## src/inc/pscg_regs.vh

```
// register offsets, field positions, reset values and timing counts for the clock controller
`ifndef PSCG_REGS_VH
`define PSCG_REGS_VH
`define PSCG_ADDR_W 8
`define PSCG_OFF_RAW_IRQ 8'h50
`define PSCG_OFF_IRQ_MASK 8'h54
`define PSCG_OFF_IRQ_CLR 8'h58
`define PSCG_OFF_CFG_PRI 8'h60
`define PSCG_OFF_PLL_XLATE 8'h64
`define PSCG_OFF_CFG_EXT 8'h70
`define PSCG_OFF_RUN_GATE 8'h00
`define PSCG_OFF_SLEEP_GATE 8'h10
`define PSCG_OFF_DEEP_GATE 8'h20
`define PSCG_OFF_DEEP_CFG 8'h44
`define PSCG_GATE_BASE 8'hf0
`define PSCG_GATE_PAGE 8'h00
`define PSCG_RST_CFG_PRI 32'h07803ad1
`define PSCG_RST_CFG_EXT 32'h07802810
`define PSCG_RST_RUN_GATE0 32'h00000040
`define PSCG_RST_DEEP_CFG 32'h07800000
`define PSCG_BIT_LOCK 6
`define PSCG_BIT_OSC_LO 4
`define PSCG_BIT_CRYSTAL_SELECT_LO 6
`define PSCG_BIT_BYPASS 11
`define PSCG_BIT_PLL_POWER_DOWN 13
`define PSCG_BIT_USE_DIVIDER 22
`define PSCG_BIT_DIV_LO 23
`define PSCG_BIT_AUTOGATE 27
`define PSCG_BIT_EXT_SEL 31
`define PSCG_BIT_DS_OSC_LO 4
`define PSCG_BIT_DS_DIV_LO 23
`define PSCG_RELOCK_LOAD 16'h1200
`define PSCG_PLL_MHZ 400
`define PSCG_PLL_PREDIV 2
`endif

```

## src/logic/pscg_clock_ctrl.v

```verilog
// system clock controller: pll control, relock, sleep gating
// Functional notes
// - pll stays powered down after reset until software clears power-down.
// - pll runs 400 mhz, halved, then system divisor applied.
// - crystal change re-translates to pll settings, readable in readback register.
// - translation table keeps vco within one percent of target.
// - normal mode drives pll output; power-down does not.
// - relock only on crystal change or power-down to normal.
// - relock down-counter on main oscillator, loaded 0x1200, lock at expiry.
// - pll not selectable as system clock before counter expires.
// - enable and select at once: stay on oscillator until lock.
// - lock sets raw lock flag; interrupt raised when enabled.
// - run mode: cpu clocked, peripherals gated by run gates.
// - sleep: cpu stopped, same clock, sleep or run gates by auto-gating.
// - deep sleep: cpu stopped, deep or run gates by auto-gating.
// - deep sleep source main oscillator or configured internal oscillator.
// - pll running at deep entry: power it down, use divisor override.
// - on deep exit restore source and divisor before ungating clocks.
// - sleep on wfi only; deep needs deep enable; interrupt wakes.
// - extended select takes clock fields from extended register; here only while primary bit 31 is clear.
// - clearing power-down enables pll; crystal write loads translation.
// - effective divisor is field value plus one.
// - source 0 main, 1 internal, 2 internal/4, 3 slow internal.
//
// The register offsets and strobed register access are this design's own decisions.
`timescale 1ns/10ps
`default_nettype none
`include "pscg_regs.vh"
module pscg_clock_ctrl (
    input wire ref_clk_in,
    input wire arst_n_in,
    input wire [7:0] addr_in,
    input wire [31:0] wdata_in,
    input wire wr_in,
    input wire rd_in,
    output reg [31:0] rdata_out,
    input wire main_oscillator_clk_in,
    input wire wait_for_interrupt_instr_in,
    input wire deep_sleep_enable_in,
    input wire wake_irq_in,
    output reg pll_power_down_out,
    output reg pll_output_enable_out,
    output reg [13:0] pll_translation_out,
    output reg use_pll_out,
    output reg [1:0] oscillator_source_out,
    output reg [6:0] system_divisor_out,
    output reg main_osc_power_down_out,
    output reg cpu_clk_en_out,
    output reg [95:0] periph_clk_en_out,
    output reg pll_lock_irq_out,
    output reg [1:0] power_mode_out
);
    localparam MODE_RUN = 2'h0;
    localparam MODE_SLEEP = 2'h1;
    localparam MODE_DEEP = 2'h2;
    localparam MODE_WAKE = 2'h3;
    localparam PLL_VCO_DIV = `PSCG_PLL_MHZ / `PSCG_PLL_PREDIV;

    ////////////////////////////////////////////////////////////////////////
    reg [31:0] clock_config_primary;
    reg [31:0] clock_config_extended;
    reg [31:0] deep_sleep_clock_config;
    reg [31:0] run_gate_regs [0:2];
    reg [31:0] sleep_gate_regs [0:2];
    reg [31:0] deep_sleep_gate_regs [0:2];
    reg pll_lock_raw_flag;
    reg irq_mask;
    reg [1:0] mode;
    reg [6:0] saved_div;
    reg [1:0] saved_src;
    reg saved_pll;
    reg deep_pll_off;
    reg main_oscillator_s1, main_oscillator_s2, main_oscillator_s3;
    reg relock_trig;
    integer i;

    // pll translation: {divider-1 (5), multiplier (9)} per crystal code
    function [13:0] xlate;
        input [4:0] crystal_select;
        begin
            case (crystal_select)
                5'h04: xlate = {5'h00, 9'h07d};
                5'h05: xlate = {5'h00, 9'h06f};
                5'h06: xlate = {5'h00, 9'h064};
                5'h07: xlate = {5'h00, 9'h05f};
                5'h08: xlate = {5'h00, 9'h053};
                5'h09: xlate = {5'h00, 9'h055};
                5'h0a: xlate = {5'h00, 9'h051};
                5'h0b: xlate = {5'h00, 9'h064};
                5'h0c: xlate = {5'h00, 9'h04b};
                5'h0d: xlate = {5'h00, 9'h04c};
                5'h0e: xlate = {5'h00, 9'h040};
                5'h0f: xlate = {5'h00, 9'h03f};
                default: xlate = {5'h00, 9'h032};
            endcase
        end
    endfunction

    // active clock fields, primary or extended register
    wire ext = clock_config_primary[`PSCG_BIT_EXT_SEL] ? 1'b0 : clock_config_extended[`PSCG_BIT_EXT_SEL];
    wire [31:0] act = ext ? clock_config_extended : clock_config_primary;
    wire act_pll_power_down = act[`PSCG_BIT_PLL_POWER_DOWN];
    wire act_bypass = act[`PSCG_BIT_BYPASS];
    wire [1:0] act_src = act[`PSCG_BIT_OSC_LO +: 2];
    wire [6:0] act_div = ext ? {1'b0, act[`PSCG_BIT_DIV_LO +: 6]} + 7'h01
                             : {3'h0, act[`PSCG_BIT_DIV_LO +: 4]} + 7'h01;
    wire [4:0] crystal_select_now = clock_config_primary[`PSCG_BIT_CRYSTAL_SELECT_LO +: 5];
    wire autogate = clock_config_primary[`PSCG_BIT_AUTOGATE];
    wire pll_locked;
    wire lock_event;
    wire main_oscillator_tick = main_oscillator_s2 & ~main_oscillator_s3;

    ////////////////////////////////////////////////////////////////////////
    // register writes and relock triggers
    always @(posedge ref_clk_in or negedge arst_n_in) begin
        if (!arst_n_in) begin
            clock_config_primary <= `PSCG_RST_CFG_PRI;
            clock_config_extended <= `PSCG_RST_CFG_EXT;
            deep_sleep_clock_config <= `PSCG_RST_DEEP_CFG;
            for (i = 0; i < 3; i = i + 1) begin
                run_gate_regs[i] <= (i == 0) ? `PSCG_RST_RUN_GATE0 : 32'h00000000;
                sleep_gate_regs[i] <= (i == 0) ? `PSCG_RST_RUN_GATE0 : 32'h00000000;
                deep_sleep_gate_regs[i] <= (i == 0) ? `PSCG_RST_RUN_GATE0 : 32'h00000000;
            end
            irq_mask <= 1'b0;
            relock_trig <= 1'b0;
            pll_translation_out <= 14'h0000;
        end else begin
            relock_trig <= 1'b0;
            pll_translation_out <= xlate(crystal_select_now);
            if (wr_in) begin
                case (addr_in)
                    `PSCG_OFF_CFG_PRI: begin
                        clock_config_primary <= wdata_in;
                        if (wdata_in[`PSCG_BIT_CRYSTAL_SELECT_LO +: 5] != crystal_select_now) relock_trig <= 1'b1;
                        if (!ext && act_pll_power_down && !wdata_in[`PSCG_BIT_PLL_POWER_DOWN]) relock_trig <= 1'b1;
                    end
                    `PSCG_OFF_CFG_EXT: begin
                        clock_config_extended <= wdata_in;
                        if (ext && act_pll_power_down && !wdata_in[`PSCG_BIT_PLL_POWER_DOWN]) relock_trig <= 1'b1;
                    end
                    `PSCG_OFF_DEEP_CFG: deep_sleep_clock_config <= wdata_in;
                    `PSCG_OFF_IRQ_MASK: irq_mask <= wdata_in[`PSCG_BIT_LOCK];
                    default: begin
                        for (i = 0; i < 3; i = i + 1) begin
                            if (addr_in == `PSCG_GATE_BASE + `PSCG_OFF_RUN_GATE + 8'h04 * i[7:0])
                                run_gate_regs[i] <= wdata_in;
                            if (addr_in == `PSCG_GATE_BASE + `PSCG_OFF_SLEEP_GATE + 8'h04 * i[7:0])
                                sleep_gate_regs[i] <= wdata_in;
                            if (addr_in == `PSCG_GATE_BASE + `PSCG_OFF_DEEP_GATE + 8'h04 * i[7:0])
                                deep_sleep_gate_regs[i] <= wdata_in;
                        end
                    end
                endcase
            end
        end
    end

    ////////////////////////////////////////////////////////////////////////
    // read data, lock flag and interrupt
    always @(posedge ref_clk_in or negedge arst_n_in) begin
        if (!arst_n_in) begin
            rdata_out <= 32'h00000000;
            pll_lock_raw_flag <= 1'b0;
            pll_lock_irq_out <= 1'b0;
        end else begin
            if (lock_event)
                pll_lock_raw_flag <= 1'b1;
            else if (relock_trig || (wr_in && addr_in == `PSCG_OFF_IRQ_CLR && wdata_in[`PSCG_BIT_LOCK]))
                pll_lock_raw_flag <= 1'b0;
            pll_lock_irq_out <= pll_lock_raw_flag & irq_mask;
            rdata_out <= 32'h00000000;
            if (rd_in) begin
                case (addr_in)
                    `PSCG_OFF_RAW_IRQ: rdata_out <= {25'h0, pll_lock_raw_flag, 6'h00};
                    `PSCG_OFF_IRQ_MASK: rdata_out <= {25'h0, irq_mask, 6'h00};
                    `PSCG_OFF_IRQ_CLR: rdata_out <= {25'h0, pll_lock_raw_flag & irq_mask, 6'h00};
                    `PSCG_OFF_CFG_PRI: rdata_out <= clock_config_primary;
                    `PSCG_OFF_PLL_XLATE: rdata_out <= {18'h0, pll_translation_out};
                    `PSCG_OFF_CFG_EXT: rdata_out <= clock_config_extended;
                    `PSCG_OFF_DEEP_CFG: rdata_out <= deep_sleep_clock_config;
                    default: begin
                        for (i = 0; i < 3; i = i + 1) begin
                            if (addr_in == `PSCG_GATE_BASE + `PSCG_OFF_RUN_GATE + 8'h04 * i[7:0])
                                rdata_out <= run_gate_regs[i];
                            if (addr_in == `PSCG_GATE_BASE + `PSCG_OFF_SLEEP_GATE + 8'h04 * i[7:0])
                                rdata_out <= sleep_gate_regs[i];
                            if (addr_in == `PSCG_GATE_BASE + `PSCG_OFF_DEEP_GATE + 8'h04 * i[7:0])
                                rdata_out <= deep_sleep_gate_regs[i];
                        end
                    end
                endcase
            end
        end
    end

    ////////////////////////////////////////////////////////////////////////
    // main oscillator sampling for the relock counter
    always @(posedge ref_clk_in or negedge arst_n_in) begin
        if (!arst_n_in) begin
            main_oscillator_s1 <= 1'b0;
            main_oscillator_s2 <= 1'b0;
            main_oscillator_s3 <= 1'b0;
        end else begin
            main_oscillator_s1 <= main_oscillator_clk_in;
            main_oscillator_s2 <= main_oscillator_s1;
            main_oscillator_s3 <= main_oscillator_s2;
        end
    end

    pscg_relock u_relock (
        .ref_clk_in(ref_clk_in),
        .arst_n_in(arst_n_in),
        .main_oscillator_tick_in(main_oscillator_tick),
        .trigger_in(relock_trig),
        .locked_out(pll_locked),
        .lock_event_out(lock_event)
    );

    ////////////////////////////////////////////////////////////////////////
    // power mode machine and clock outputs
    always @(posedge ref_clk_in or negedge arst_n_in) begin
        if (!arst_n_in) begin
            mode <= MODE_RUN;
            saved_div <= 7'h10;
            saved_src <= 2'h0;
            saved_pll <= 1'b0;
            deep_pll_off <= 1'b0;
            pll_power_down_out <= 1'b1;
            pll_output_enable_out <= 1'b0;
            use_pll_out <= 1'b0;
            oscillator_source_out <= 2'h0;
            system_divisor_out <= 7'h10;
            main_osc_power_down_out <= 1'b0;
            cpu_clk_en_out <= 1'b1;
            periph_clk_en_out <= 96'h0;
            power_mode_out <= MODE_RUN;
        end else begin
            case (mode)
                MODE_RUN: begin
                    cpu_clk_en_out <= 1'b1;
                    periph_clk_en_out <= {run_gate_regs[2], run_gate_regs[1], run_gate_regs[0]};
                    pll_power_down_out <= act_pll_power_down;
                    pll_output_enable_out <= ~act_pll_power_down;
                    use_pll_out <= ~act_bypass & ~act_pll_power_down & pll_locked;
                    oscillator_source_out <= act_src;
                    system_divisor_out <= act[`PSCG_BIT_USE_DIVIDER] ? act_div : 7'h01;
                    main_osc_power_down_out <= 1'b0;
                    if (wait_for_interrupt_instr_in && !wake_irq_in) begin
                        cpu_clk_en_out <= 1'b0;
                        saved_div <= act[`PSCG_BIT_USE_DIVIDER] ? act_div : 7'h01;
                        saved_src <= act_src;
                        saved_pll <= ~act_bypass & ~act_pll_power_down & pll_locked;
                        mode <= deep_sleep_enable_in ? MODE_DEEP : MODE_SLEEP;
                        power_mode_out <= deep_sleep_enable_in ? MODE_DEEP : MODE_SLEEP;
                        deep_pll_off <= deep_sleep_enable_in & ~act_pll_power_down;
                        if (deep_sleep_enable_in) begin
                            pll_power_down_out <= 1'b1;
                            pll_output_enable_out <= 1'b0;
                            use_pll_out <= 1'b0;
                        end
                    end
                end
                MODE_SLEEP: begin
                    cpu_clk_en_out <= 1'b0;
                    periph_clk_en_out <= autogate ? {sleep_gate_regs[2], sleep_gate_regs[1], sleep_gate_regs[0]}
                                                  : {run_gate_regs[2], run_gate_regs[1], run_gate_regs[0]};
                    if (wake_irq_in) begin
                        mode <= MODE_WAKE;
                        power_mode_out <= MODE_WAKE;
                    end
                end
                MODE_DEEP: begin
                    cpu_clk_en_out <= 1'b0;
                    periph_clk_en_out <= autogate
                        ? {deep_sleep_gate_regs[2], deep_sleep_gate_regs[1], deep_sleep_gate_regs[0]}
                        : {run_gate_regs[2], run_gate_regs[1], run_gate_regs[0]};
                    oscillator_source_out <= deep_sleep_clock_config[`PSCG_BIT_DS_OSC_LO +: 2];
                    main_osc_power_down_out <= (deep_sleep_clock_config[`PSCG_BIT_DS_OSC_LO +: 2] != 2'h0);
                    if (deep_pll_off) begin
                        pll_power_down_out <= 1'b1;
                        pll_output_enable_out <= 1'b0;
                        use_pll_out <= 1'b0;
                        system_divisor_out <= ext
                            ? {1'b0, deep_sleep_clock_config[`PSCG_BIT_DS_DIV_LO +: 6]} + 7'h01
                            : {3'h0, deep_sleep_clock_config[`PSCG_BIT_DS_DIV_LO +: 4]} + 7'h01;
                    end
                    if (wake_irq_in) begin
                        mode <= MODE_WAKE;
                        power_mode_out <= MODE_WAKE;
                        oscillator_source_out <= saved_src;
                        system_divisor_out <= saved_div;
                        main_osc_power_down_out <= 1'b0;
                        pll_power_down_out <= act_pll_power_down;
                        pll_output_enable_out <= ~act_pll_power_down;
                        use_pll_out <= saved_pll & pll_locked;
                    end
                end
                MODE_WAKE: begin
                    // clocks stay gated this cycle while source is restored
                    oscillator_source_out <= saved_src;
                    system_divisor_out <= saved_div;
                    main_osc_power_down_out <= 1'b0;
                    pll_power_down_out <= act_pll_power_down;
                    pll_output_enable_out <= ~act_pll_power_down;
                    use_pll_out <= saved_pll & pll_locked;
                    deep_pll_off <= 1'b0;
                    cpu_clk_en_out <= 1'b1;
                    periph_clk_en_out <= {run_gate_regs[2], run_gate_regs[1], run_gate_regs[0]};
                    mode <= MODE_RUN;
                    power_mode_out <= MODE_RUN;
                end
                default: begin
                    mode <= MODE_RUN;
                    power_mode_out <= MODE_RUN;
                end
            endcase
        end
    end
endmodule // pscg_clock_ctrl
`default_nettype wire

```

## src/logic/pscg_relock.v

```verilog
// relock down-counter running on the main oscillator samples
`timescale 1ns/10ps
`default_nettype none
`include "pscg_regs.vh"
module pscg_relock (
    input wire ref_clk_in,
    input wire arst_n_in,
    input wire main_oscillator_tick_in,
    input wire trigger_in,
    output reg locked_out,
    output reg lock_event_out
);
    reg [15:0] count;
    always @(posedge ref_clk_in or negedge arst_n_in) begin
        if (!arst_n_in) begin
            count <= 16'h0000;
            locked_out <= 1'b0;
            lock_event_out <= 1'b0;
        end else begin
            lock_event_out <= 1'b0;
            if (trigger_in) begin
                count <= `PSCG_RELOCK_LOAD;
                locked_out <= 1'b0;
            end else if (main_oscillator_tick_in && count != 16'h0000) begin
                if (count <= 16'h0001) begin
                    count <= 16'h0000;
                    locked_out <= 1'b1;
                    lock_event_out <= 1'b1;
                end else begin
                    count <= count - 16'h0001;
                end
            end
        end
    end
endmodule // pscg_relock
`default_nettype wire

```

## config.mk

```make
export PLATFORM = sky130hd
export DESIGN_NAME = pscg_clock_ctrl
export DESIGN_NICKNAME = d
export VERILOG_FILES = /design/src/logic/pscg_clock_ctrl.v /design/src/logic/pscg_relock.v
export VERILOG_INCLUDE_DIRS = /design/src /design/src/inc
export SDC_FILE = /design/constraint.sdc
export NUM_CORES = 1
export LEC_CHECK = 0
export ABC_AREA = 0
export BUFFER_PORTS_ARGS = -buffer_cell sky130_fd_sc_hd__buf_4
export CAP_MARGIN = 20
export CORE_MARGIN = 2
export CORE_UTILIZATION = 55
export CTS_CLUSTER_DIAMETER = 100
export CTS_CLUSTER_SIZE = 8
export DETAILED_ROUTE_END_ITERATION = 8
export HOLD_SLACK_MARGIN = 0.05
export PLACE_DENSITY = 0.74
export SYNTH_ARGS = -nofsm -noshare
export SYNTH_HDL_FRONTEND = slang
export SYNTH_HIERARCHICAL = 1
export SYNTH_SLANG_ARGS = --single-unit
export TNS_END_PERCENT = 5
```

## constraint.sdc

```tcl
create_clock -name ref_clk_in -period 2.2 [get_ports ref_clk_in]
set_clock_uncertainty 0.2 [all_clocks]
set_input_delay 0.44 -clock ref_clk_in [delete_from_list [all_inputs] [get_ports ref_clk_in]]
set_output_delay 0.44 -clock ref_clk_in [all_outputs]
set_load 0.1 [all_outputs]
```

# --- Word level (Yosys, flattened, before mapping) ---
# Memories as Yosys holds them, arrays and structs flattened.
# Cells that the tools add are included.
classes:
  add_sub_neg: 5
  multipliers: 0
  div: 0
  n_lt_le_gt_ge: 1
  eq_ne: 22
  n_shift: 0
  muxes: 65
  n_bitwise: 10
  reduce_logical: 43
op_table:
  columns: ["op", "n"]
  rows:
  - ["two-way mux 32 bit", 10]
  - ["one-hot mux 96 bit (3 select lines)", 1]
  - ["one-hot mux 32 bit (7 select lines)", 1]
  - ["two-way mux 96 bit", 2]
  - ["equality test 8 x 7 -> 1 bit, second input constant", 7]
  - ["two-way mux 16 bit", 3]
  - ["two-way mux 7 bit", 5]
  - ["two-way mux 29 bit", 1]
  - ["two-way mux 1 bit", 27]
  - ["AND reduction 3 bit", 9]
  - ["equality test 8 x 5 -> 1 bit, second input constant", 3]
  - ["equality test 8 bit, second input constant", 3]
  - ["one-hot mux 7 bit (3 select lines)", 1]
  - ["AND reduction 2 bit", 9]
  - ["less-or-equal comparator 16 x 1 -> 1 bit, second input constant", 1]
  - ["nonzero test 16 bit", 1]
  - ["subtractor 16 x 1 -> 16 bit, second input constant", 1]
  - ["adder 6 x 1 -> 7 bit, second input constant", 2]
  - ["two-way mux 14 bit", 1]
  - ["one-hot mux 1 bit (3 select lines)", 4]
  - ["one-hot mux 2 bit (3 select lines)", 2]
  - ["nonzero test 2 bit", 6]
  - ["adder 4 x 1 -> 5 bit, second input constant", 2]
  - ["equality test 8 x 3 -> 1 bit, second input constant", 1]
  - ["other kinds (19)", 43]
word_totals:
  regBits: 578
  latch_bits: 0
  ram_bits: 0
  mem_bits_ro: 112
  input_bits: 48
  output_inout_bits: 159
  wordCells: 184
  mem_count: 1
mem_list:
  columns: ["memory", "words", "width", "rd", "rd_clocked_by_memory_dff", "write_ports", "line", "source"]
  rows:
  - ["(no name shown)", 16, 7, 1, 0, 0, "pscg_clock_ctrl.v:81", "case (crystal_select)"]

# --- Logic depth before layout (Yosys ltp) ---
depth:
  word_depth: 12
  ltp_mapped: 9
  depth_no_buf: 7

# --- By module ---
# Netlist, hierarchy kept.
modules_own_cells:
  columns: ["module", "instances", "cells_per_inst", "area_per_inst_um2", "seq_area_each_um2"]
  rows:
  - ["pscg_clock_ctrl", 1, 2397, 27271.2, 13875.8]
  - ["pscg_relock", 1, 105, 1042.2, 450.4]

# --- Worst setup path before layout ---
# No wires, ideal clock.
synth_path:
  path_kind: "register to register"
  start: "register mode[0]"
  end: "register periph_clk_en_out[21]"
  setup_time_ps: 78
  t_arrival_ps: 2433
  t_required_ps: 1922
  setup_slack_ps: -510
  stages_incl_launch_ff: 8
  path_buffers: 2
  period_less_slack_ps: 2710
  path_cell_list: "dfrtp_1 -> inv_1 -> ha_1 -> inv_2 -> clkbuf_1 -> clkbuf_1 -> a221oi_1 -> a21oi_1"
synth_between:
  elab_chain_cells: 3
  word_cells_on_any_way: 6
  cone_classes: "eq/ne (3); mux (1); reduce/logical (2)"
synth_lines:
  columns: ["item", "line", "source"]
  rows:
  - ["start: declaration", "pscg_clock_ctrl.v:68", "reg [1:0] mode;"]
  - ["start signal: assignment", "pscg_clock_ctrl.v:254", "mode <= deep_sleep_enable_in ? MODE_DEEP : MODE_SLEEP;"]
  - ["equality test 2 bit / zero test 2 bit (equally long branches)", "pscg_clock_ctrl.v:239", "case (mode)"]
  - ["OR reduction 2 bit (no line)", null, null]
  - ["one-hot mux 96 bit (3 select lines) *", "pscg_clock_ctrl.v:239", null]
  - ["end signal: assignment", "pscg_clock_ctrl.v:242", "periph_clk_en_out <= {run_gate_regs[2], run_gate_regs[1], run_gate_regs[0]};"]
  - ["end signal: assignment", "pscg_clock_ctrl.v:266", "periph_clk_en_out <= autogate ? {sleep_gate_regs[2], sleep_gate_regs[1], sleep_gate_regs[0]}"]
  - ["end signal: assignment", "pscg_clock_ctrl.v:275", "periph_clk_en_out <= autogate"]
  - ["end: declaration", "pscg_clock_ctrl.v:49", "output reg [95:0] periph_clk_en_out,"]
# Every way passes the cells marked *; elsewhere a longest branch is shown, timed or not.
# A chain may end at the register's enable or synchronous reset.

# --- Worst setup path in the final report ---
layout_path:
  start: "register mode[0]"
  end: "register periph_clk_en_out[53]"
# Same word-level chain as after synthesis.

==> qor_table.md <==
| Parameter | Value | Unit |
| --- | --- | --- |
| Number of antenna violations at the first check in global routing | 2 | - |
| Mean routed wirelength per cell | 25.62 | um |
| Cell count of the worst reg-to-reg path | 7 | - |
| Die extent in y | 230.9 | um |
| Maximum number of pins on one net before global-route repair | 77 | - |
| Vias per cell | 6.574 | - |
| Cell area after technology mapping | 0.02831 | mm2 |
| Cell-internal power | 23160 | uW |
| Wire length of the first global-routing pass | 139300 | um |
| Met2 wire length | 42310 | um |
| Unrepaired setup endpoints after global routing | true | - |
| TNS Setup | 0 | ns |
| CP startpoint kind | flip-flop | - |
| Clock edge transition at the registers on the reported setup and hold paths | 0.05 | ns |
| Die X | 230.9 | um |
| Most used standard cells in the synthesized netlist | sky130_fd_sc_hd__dfrtp_1, sky130_fd_sc_hd__mux2_2, sky130_fd_sc_hd__a21oi_1, sky130_fd_sc_hd__clkbuf_1, sky130_fd_sc_hd__a221oi_1 | - |
| Reg-to-reg slack, setup | 0.03 | ns |
| Met1 layer wirelength in the final routing | 36650 | um |
| Achievable frequency | 0.4615 | GHz |
| Detailed placement HPWL | 60940 | um |
| Setup repair bufs after CTS | 0 | - |
| Worst slack at placement | -0.3642 | ns |
| Leakage power | 0.01709 | uW |
| Endpoint, Worst Hold | deep_sleep_clock_config[13] | - |
| Number of synthesized register bits | 571 | - |
| Distinct cell type count of the synthesized netlist | 78 | - |
| Post-Synthesis Mean Instance Area | 11.32 | um2 |
| Uppermost routed layer | met4 | - |
| Ratio of cells with drive above 1 in the final layout | 0.3403 | - |
| Effective utilization at floorplan | 0.5541 | - |
| Final Wtd Congestion | 0.9446 | - |
| Instance count of the mapped netlist | 2502 | - |
| # fillers | 3606 | - |
| Worst hold path depth | 3 | - |
| Worst slew margin relative to its limit | 0.6314 | - |
| Area delta synth->final | 24.54 | % |
| Startpoint of the worst-slack reg-to-reg timing path | mode[0] | - |
| Total power density per cell area | 1155 | mW/mm2 |
| Total DRC errors in the routed layout | 0 | - |
| Count leader, synth | sky130_fd_sc_hd__dfrtp_1 | - |
| Max Transition Viols Final | 0 | - |
| Area enclosed by the die boundary | 0.05331 | mm2 |
| Number of detailed-route iterations in the first pass | 6 | - |
| Sequential Power Share | 0.318 | - |
| Number of max-cap violations | 0 | - |
| CTS Buf Count | 81 | - |
| IR Drop Worst-Case VDD | 0.001057 | V |
| Synth area leader | sky130_fd_sc_hd__dfrtp_1 | - |
| Share of total power consumed by net switching | 0.4316 | - |
| Iteration-0 DRC count of the detailed router | 2502 | - |
| Insertion delay to the later sink of the worst-skew pair | 0.61 | ns |
| Area of the multi-input gates | 0.01306 | mm2 |
| Number of sinks handled by clock tree synthesis | 571 | - |
| Top post-synthesis cells by area | sky130_fd_sc_hd__dfrtp_1, sky130_fd_sc_hd__mux2_2, sky130_fd_sc_hd__a21oi_1 | - |
| Crit path DAT | 2.45 | ns |
| Type of destination of the critical path | flip-flop | - |
| Total number of vias | 23556 | - |
| Post-layout util | 0.6901 | - |
| Combined global-route utilization of all metal layers | 0.3424 | - |
| Top-area cell type share of the netlist area | 0.4781 | - |
| Core Footprint | 0.05109 | mm2 |
| Flip-flop cell with the highest count after synthesis | sky130_fd_sc_hd__dfrtp_1 | - |
| Required time of the critical path | 2.49 | ns |
| Result of the run | complete, no violations | - |
| Via count of the first global-routing pass | 23516 | - |
| Port Buffers | 199 | - |
| Final min period | 2.167 | ns |
| Clock tree from TritonCTS | yes | - |
| Cell Rows | 83 | - |
| Number of nets with antenna violations after detailed routing | 0 | - |
| Setup violations, final | 0 | - |
| WL final | 91810 | um |
| Final cell count without fillers | 3583 | - |
| Fraction of the yosys area taken by sequential cells | 0.5060 | - |
| CP Class | flip-flop to flip-flop | - |
| Final hold violation count | 0 | - |
| Root Buffer Master | sky130_fd_sc_hd__clkbuf_16 | - |
| Hold Startpoint | wdata_in[13] | - |
| Number of enable-type register cells in the synthesized netlist | 0 | - |
| Class of the tightest hold or removal check | input pin to flip-flop | - |
| Ys async rst share | 1.000 | - |
| Setup slack after layout | 0.03317 | ns |
| Reg area | 0.01434 | mm2 |
| Logic gate share of total power | 0.395 | - |
| Number of placed instances, taps included | 3398 | - |
| Met3 wire len | 9110 | um |
| Total global routing overflow | 0 | - |
| Net total in the final layout | 2898 | - |
| Count of yosys warnings during synthesis | 6 | - |
| Maximum fanout encountered on the critical timing path | 41 | - |
| Share of power burned in the clock network | 0.287 | - |
| Bufs on Longest Clock Path | 3 | - |
| Antenna fix cells | 0 | - |
| Worst Tran Pin Value | 0.5390 | ns |
| Crit share post-route | 0.9849 | - |
| H-tree Lvls | 3 | - |
| Switching power of the nets | 17580 | uW |
| IO Pins | 207 | - |
| Worst R2R End | periph_clk_en_out[53] | - |
[layout make-up]
class,count,area share
Sequential cell,571,0.4066
Multi-Input combinational cell,1682,0.3705
Timing Repair Buffer,484,0.1298
Clock buffer,146,0.06621
Tap cell,680,0.02413
Inverter,17,0.001810
Clock inverter,3,0.0009226
[logic make-up after synthesis]
kind of cell	after synthesis	synth area share
AO/OA/AOI/OAI	748	0.1718
multiplexers	456	0.1834
flip-flops	571	0.5060
AND/OR/NAND/NOR	433	0.08498
XOR/XNOR	25	0.007733
other	1	0.0001324
adder cells (fa/ha/maj)	13	0.005745
buffers and inverters	255	0.04021
[cells in the final DEF, fill, tap and decap left out, types with 19 or more instances in the layout]
| cell | instances |
|---|---|
| sky130_fd_sc_hd__dfrtp_1 | 538 |
| sky130_fd_sc_hd__buf_4 | 380 |
| sky130_fd_sc_hd__mux2_2 | 332 |
| sky130_fd_sc_hd__a21oi_1 | 264 |
| sky130_fd_sc_hd__a221oi_1 | 137 |
| sky130_fd_sc_hd__nand2_1 | 132 |
| sky130_fd_sc_hd__nor2b_1 | 120 |
| sky130_fd_sc_hd__o21ai_0 | 110 |
| sky130_fd_sc_hd__a21o_1 | 93 |
| sky130_fd_sc_hd__clkbuf_16 | 84 |
| sky130_fd_sc_hd__buf_12 | 66 |
| sky130_fd_sc_hd__clkbuf_1 | 62 |
| sky130_fd_sc_hd__mux2_1 | 54 |
| sky130_fd_sc_hd__nor2_1 | 53 |
| sky130_fd_sc_hd__mux2i_1 | 41 |
| sky130_fd_sc_hd__dlygate4sd3_1 | 36 |
| sky130_fd_sc_hd__dfstp_2 | 30 |
| sky130_fd_sc_hd__mux2_4 | 29 |
| sky130_fd_sc_hd__o22ai_1 | 26 |
| sky130_fd_sc_hd__a22oi_1 | 25 |
| sky130_fd_sc_hd__a311oi_1 | 23 |
| sky130_fd_sc_hd__nor3_1 | 19 |
[critical path, cell delays in order (launching register included)]
cell and delay, ns:
sky130_fd_sc_hd__dfrtp_4 0.52, sky130_fd_sc_hd__inv_1 0.10, sky130_fd_sc_hd__buf_4 0.13, sky130_fd_sc_hd__ha_4 0.19
sky130_fd_sc_hd__buf_16 0.28, sky130_fd_sc_hd__buf_12 0.22, sky130_fd_sc_hd__a221oi_1 0.10, sky130_fd_sc_hd__a21oi_1 0.26
[metrics by stage]
| stage | area [um2] | power [uW] | hold WS (ns) |
|---|---|---|---|
| floorplan | 28390 | 23780 | -0.05559 |
| global placement | 32450 | 28570 | 0.1329 |
| detailed placement | 32450 | 28820 | 0.1418 |
| CTS | 35190 | 40630 | 0.08998 |
| global route | 35260 | 42050 | 0.1087 |
| finish | 35260 | 40740 | 0.1126 |
[worst max-delay path by stage]
stage | slack, ns | cells after the start | end | from
floorplan | -0.08 | 8 | clock_config_extended[0] | addr_in[0]
global placement | -0.38 | 10 | rdata_out[9] | addr_in[7]
detailed placement | -0.36 | 9 | clock_config_primary[1] | addr_in[5]
CTS | 0.03 | 7 | periph_clk_en_out[54] | mode[0]
global route | -0.03 | 7 | periph_clk_en_out[2] | mode[0]
finish | 0.03 | 7 | periph_clk_en_out[53] | mode[0]
[routing by layer]
layer | vias to the layer above | GRT usage
met3 | 274 | 0.06868
met1 | 11935 | 0.4699
met5 | - | 0
met2 | 1418 | 0.5288
li1 | 9929 | -
met4 | 0 | 0.1516
[power by group through the flow]
stage | Sequential [uW] | Combinational [uW] | Clock, uW
3_3_place_gp | 13000 | 15600 | 0
2_1_floorplan | 19800 | 4020 | 0
6_report | 13000 | 16100 | 11700
4_1_cts | 12900 | 15900 | 11800
5_1_grt | 13100 | 16700 | 12300
3_5_place_dp | 13100 | 15800 | 0
[registers in the layout (all words and copies together), names as in the netlist, 2 cells and up]
register	count
deep_sleep_gate_regs	96
periph_clk_en_out	96
run_gate_regs	96
sleep_gate_regs	96
clock_config_extended	32
clock_config_primary	32
deep_sleep_clock_config	32
rdata_out	32
u_relock/count	16
pll_translation_out	7
saved_div	7
system_divisor_out	7
mode	2
oscillator_source_out	2
saved_src	2
[timing repair]
item	CTS	global route
endpoints found under the setup margin	6	23
endpoints found under the hold margin	764	0
resized for setup	2	15
hold buffers	36	0
pin swaps	2	0
Note: power is estimated with default switching activity, not from simulation.
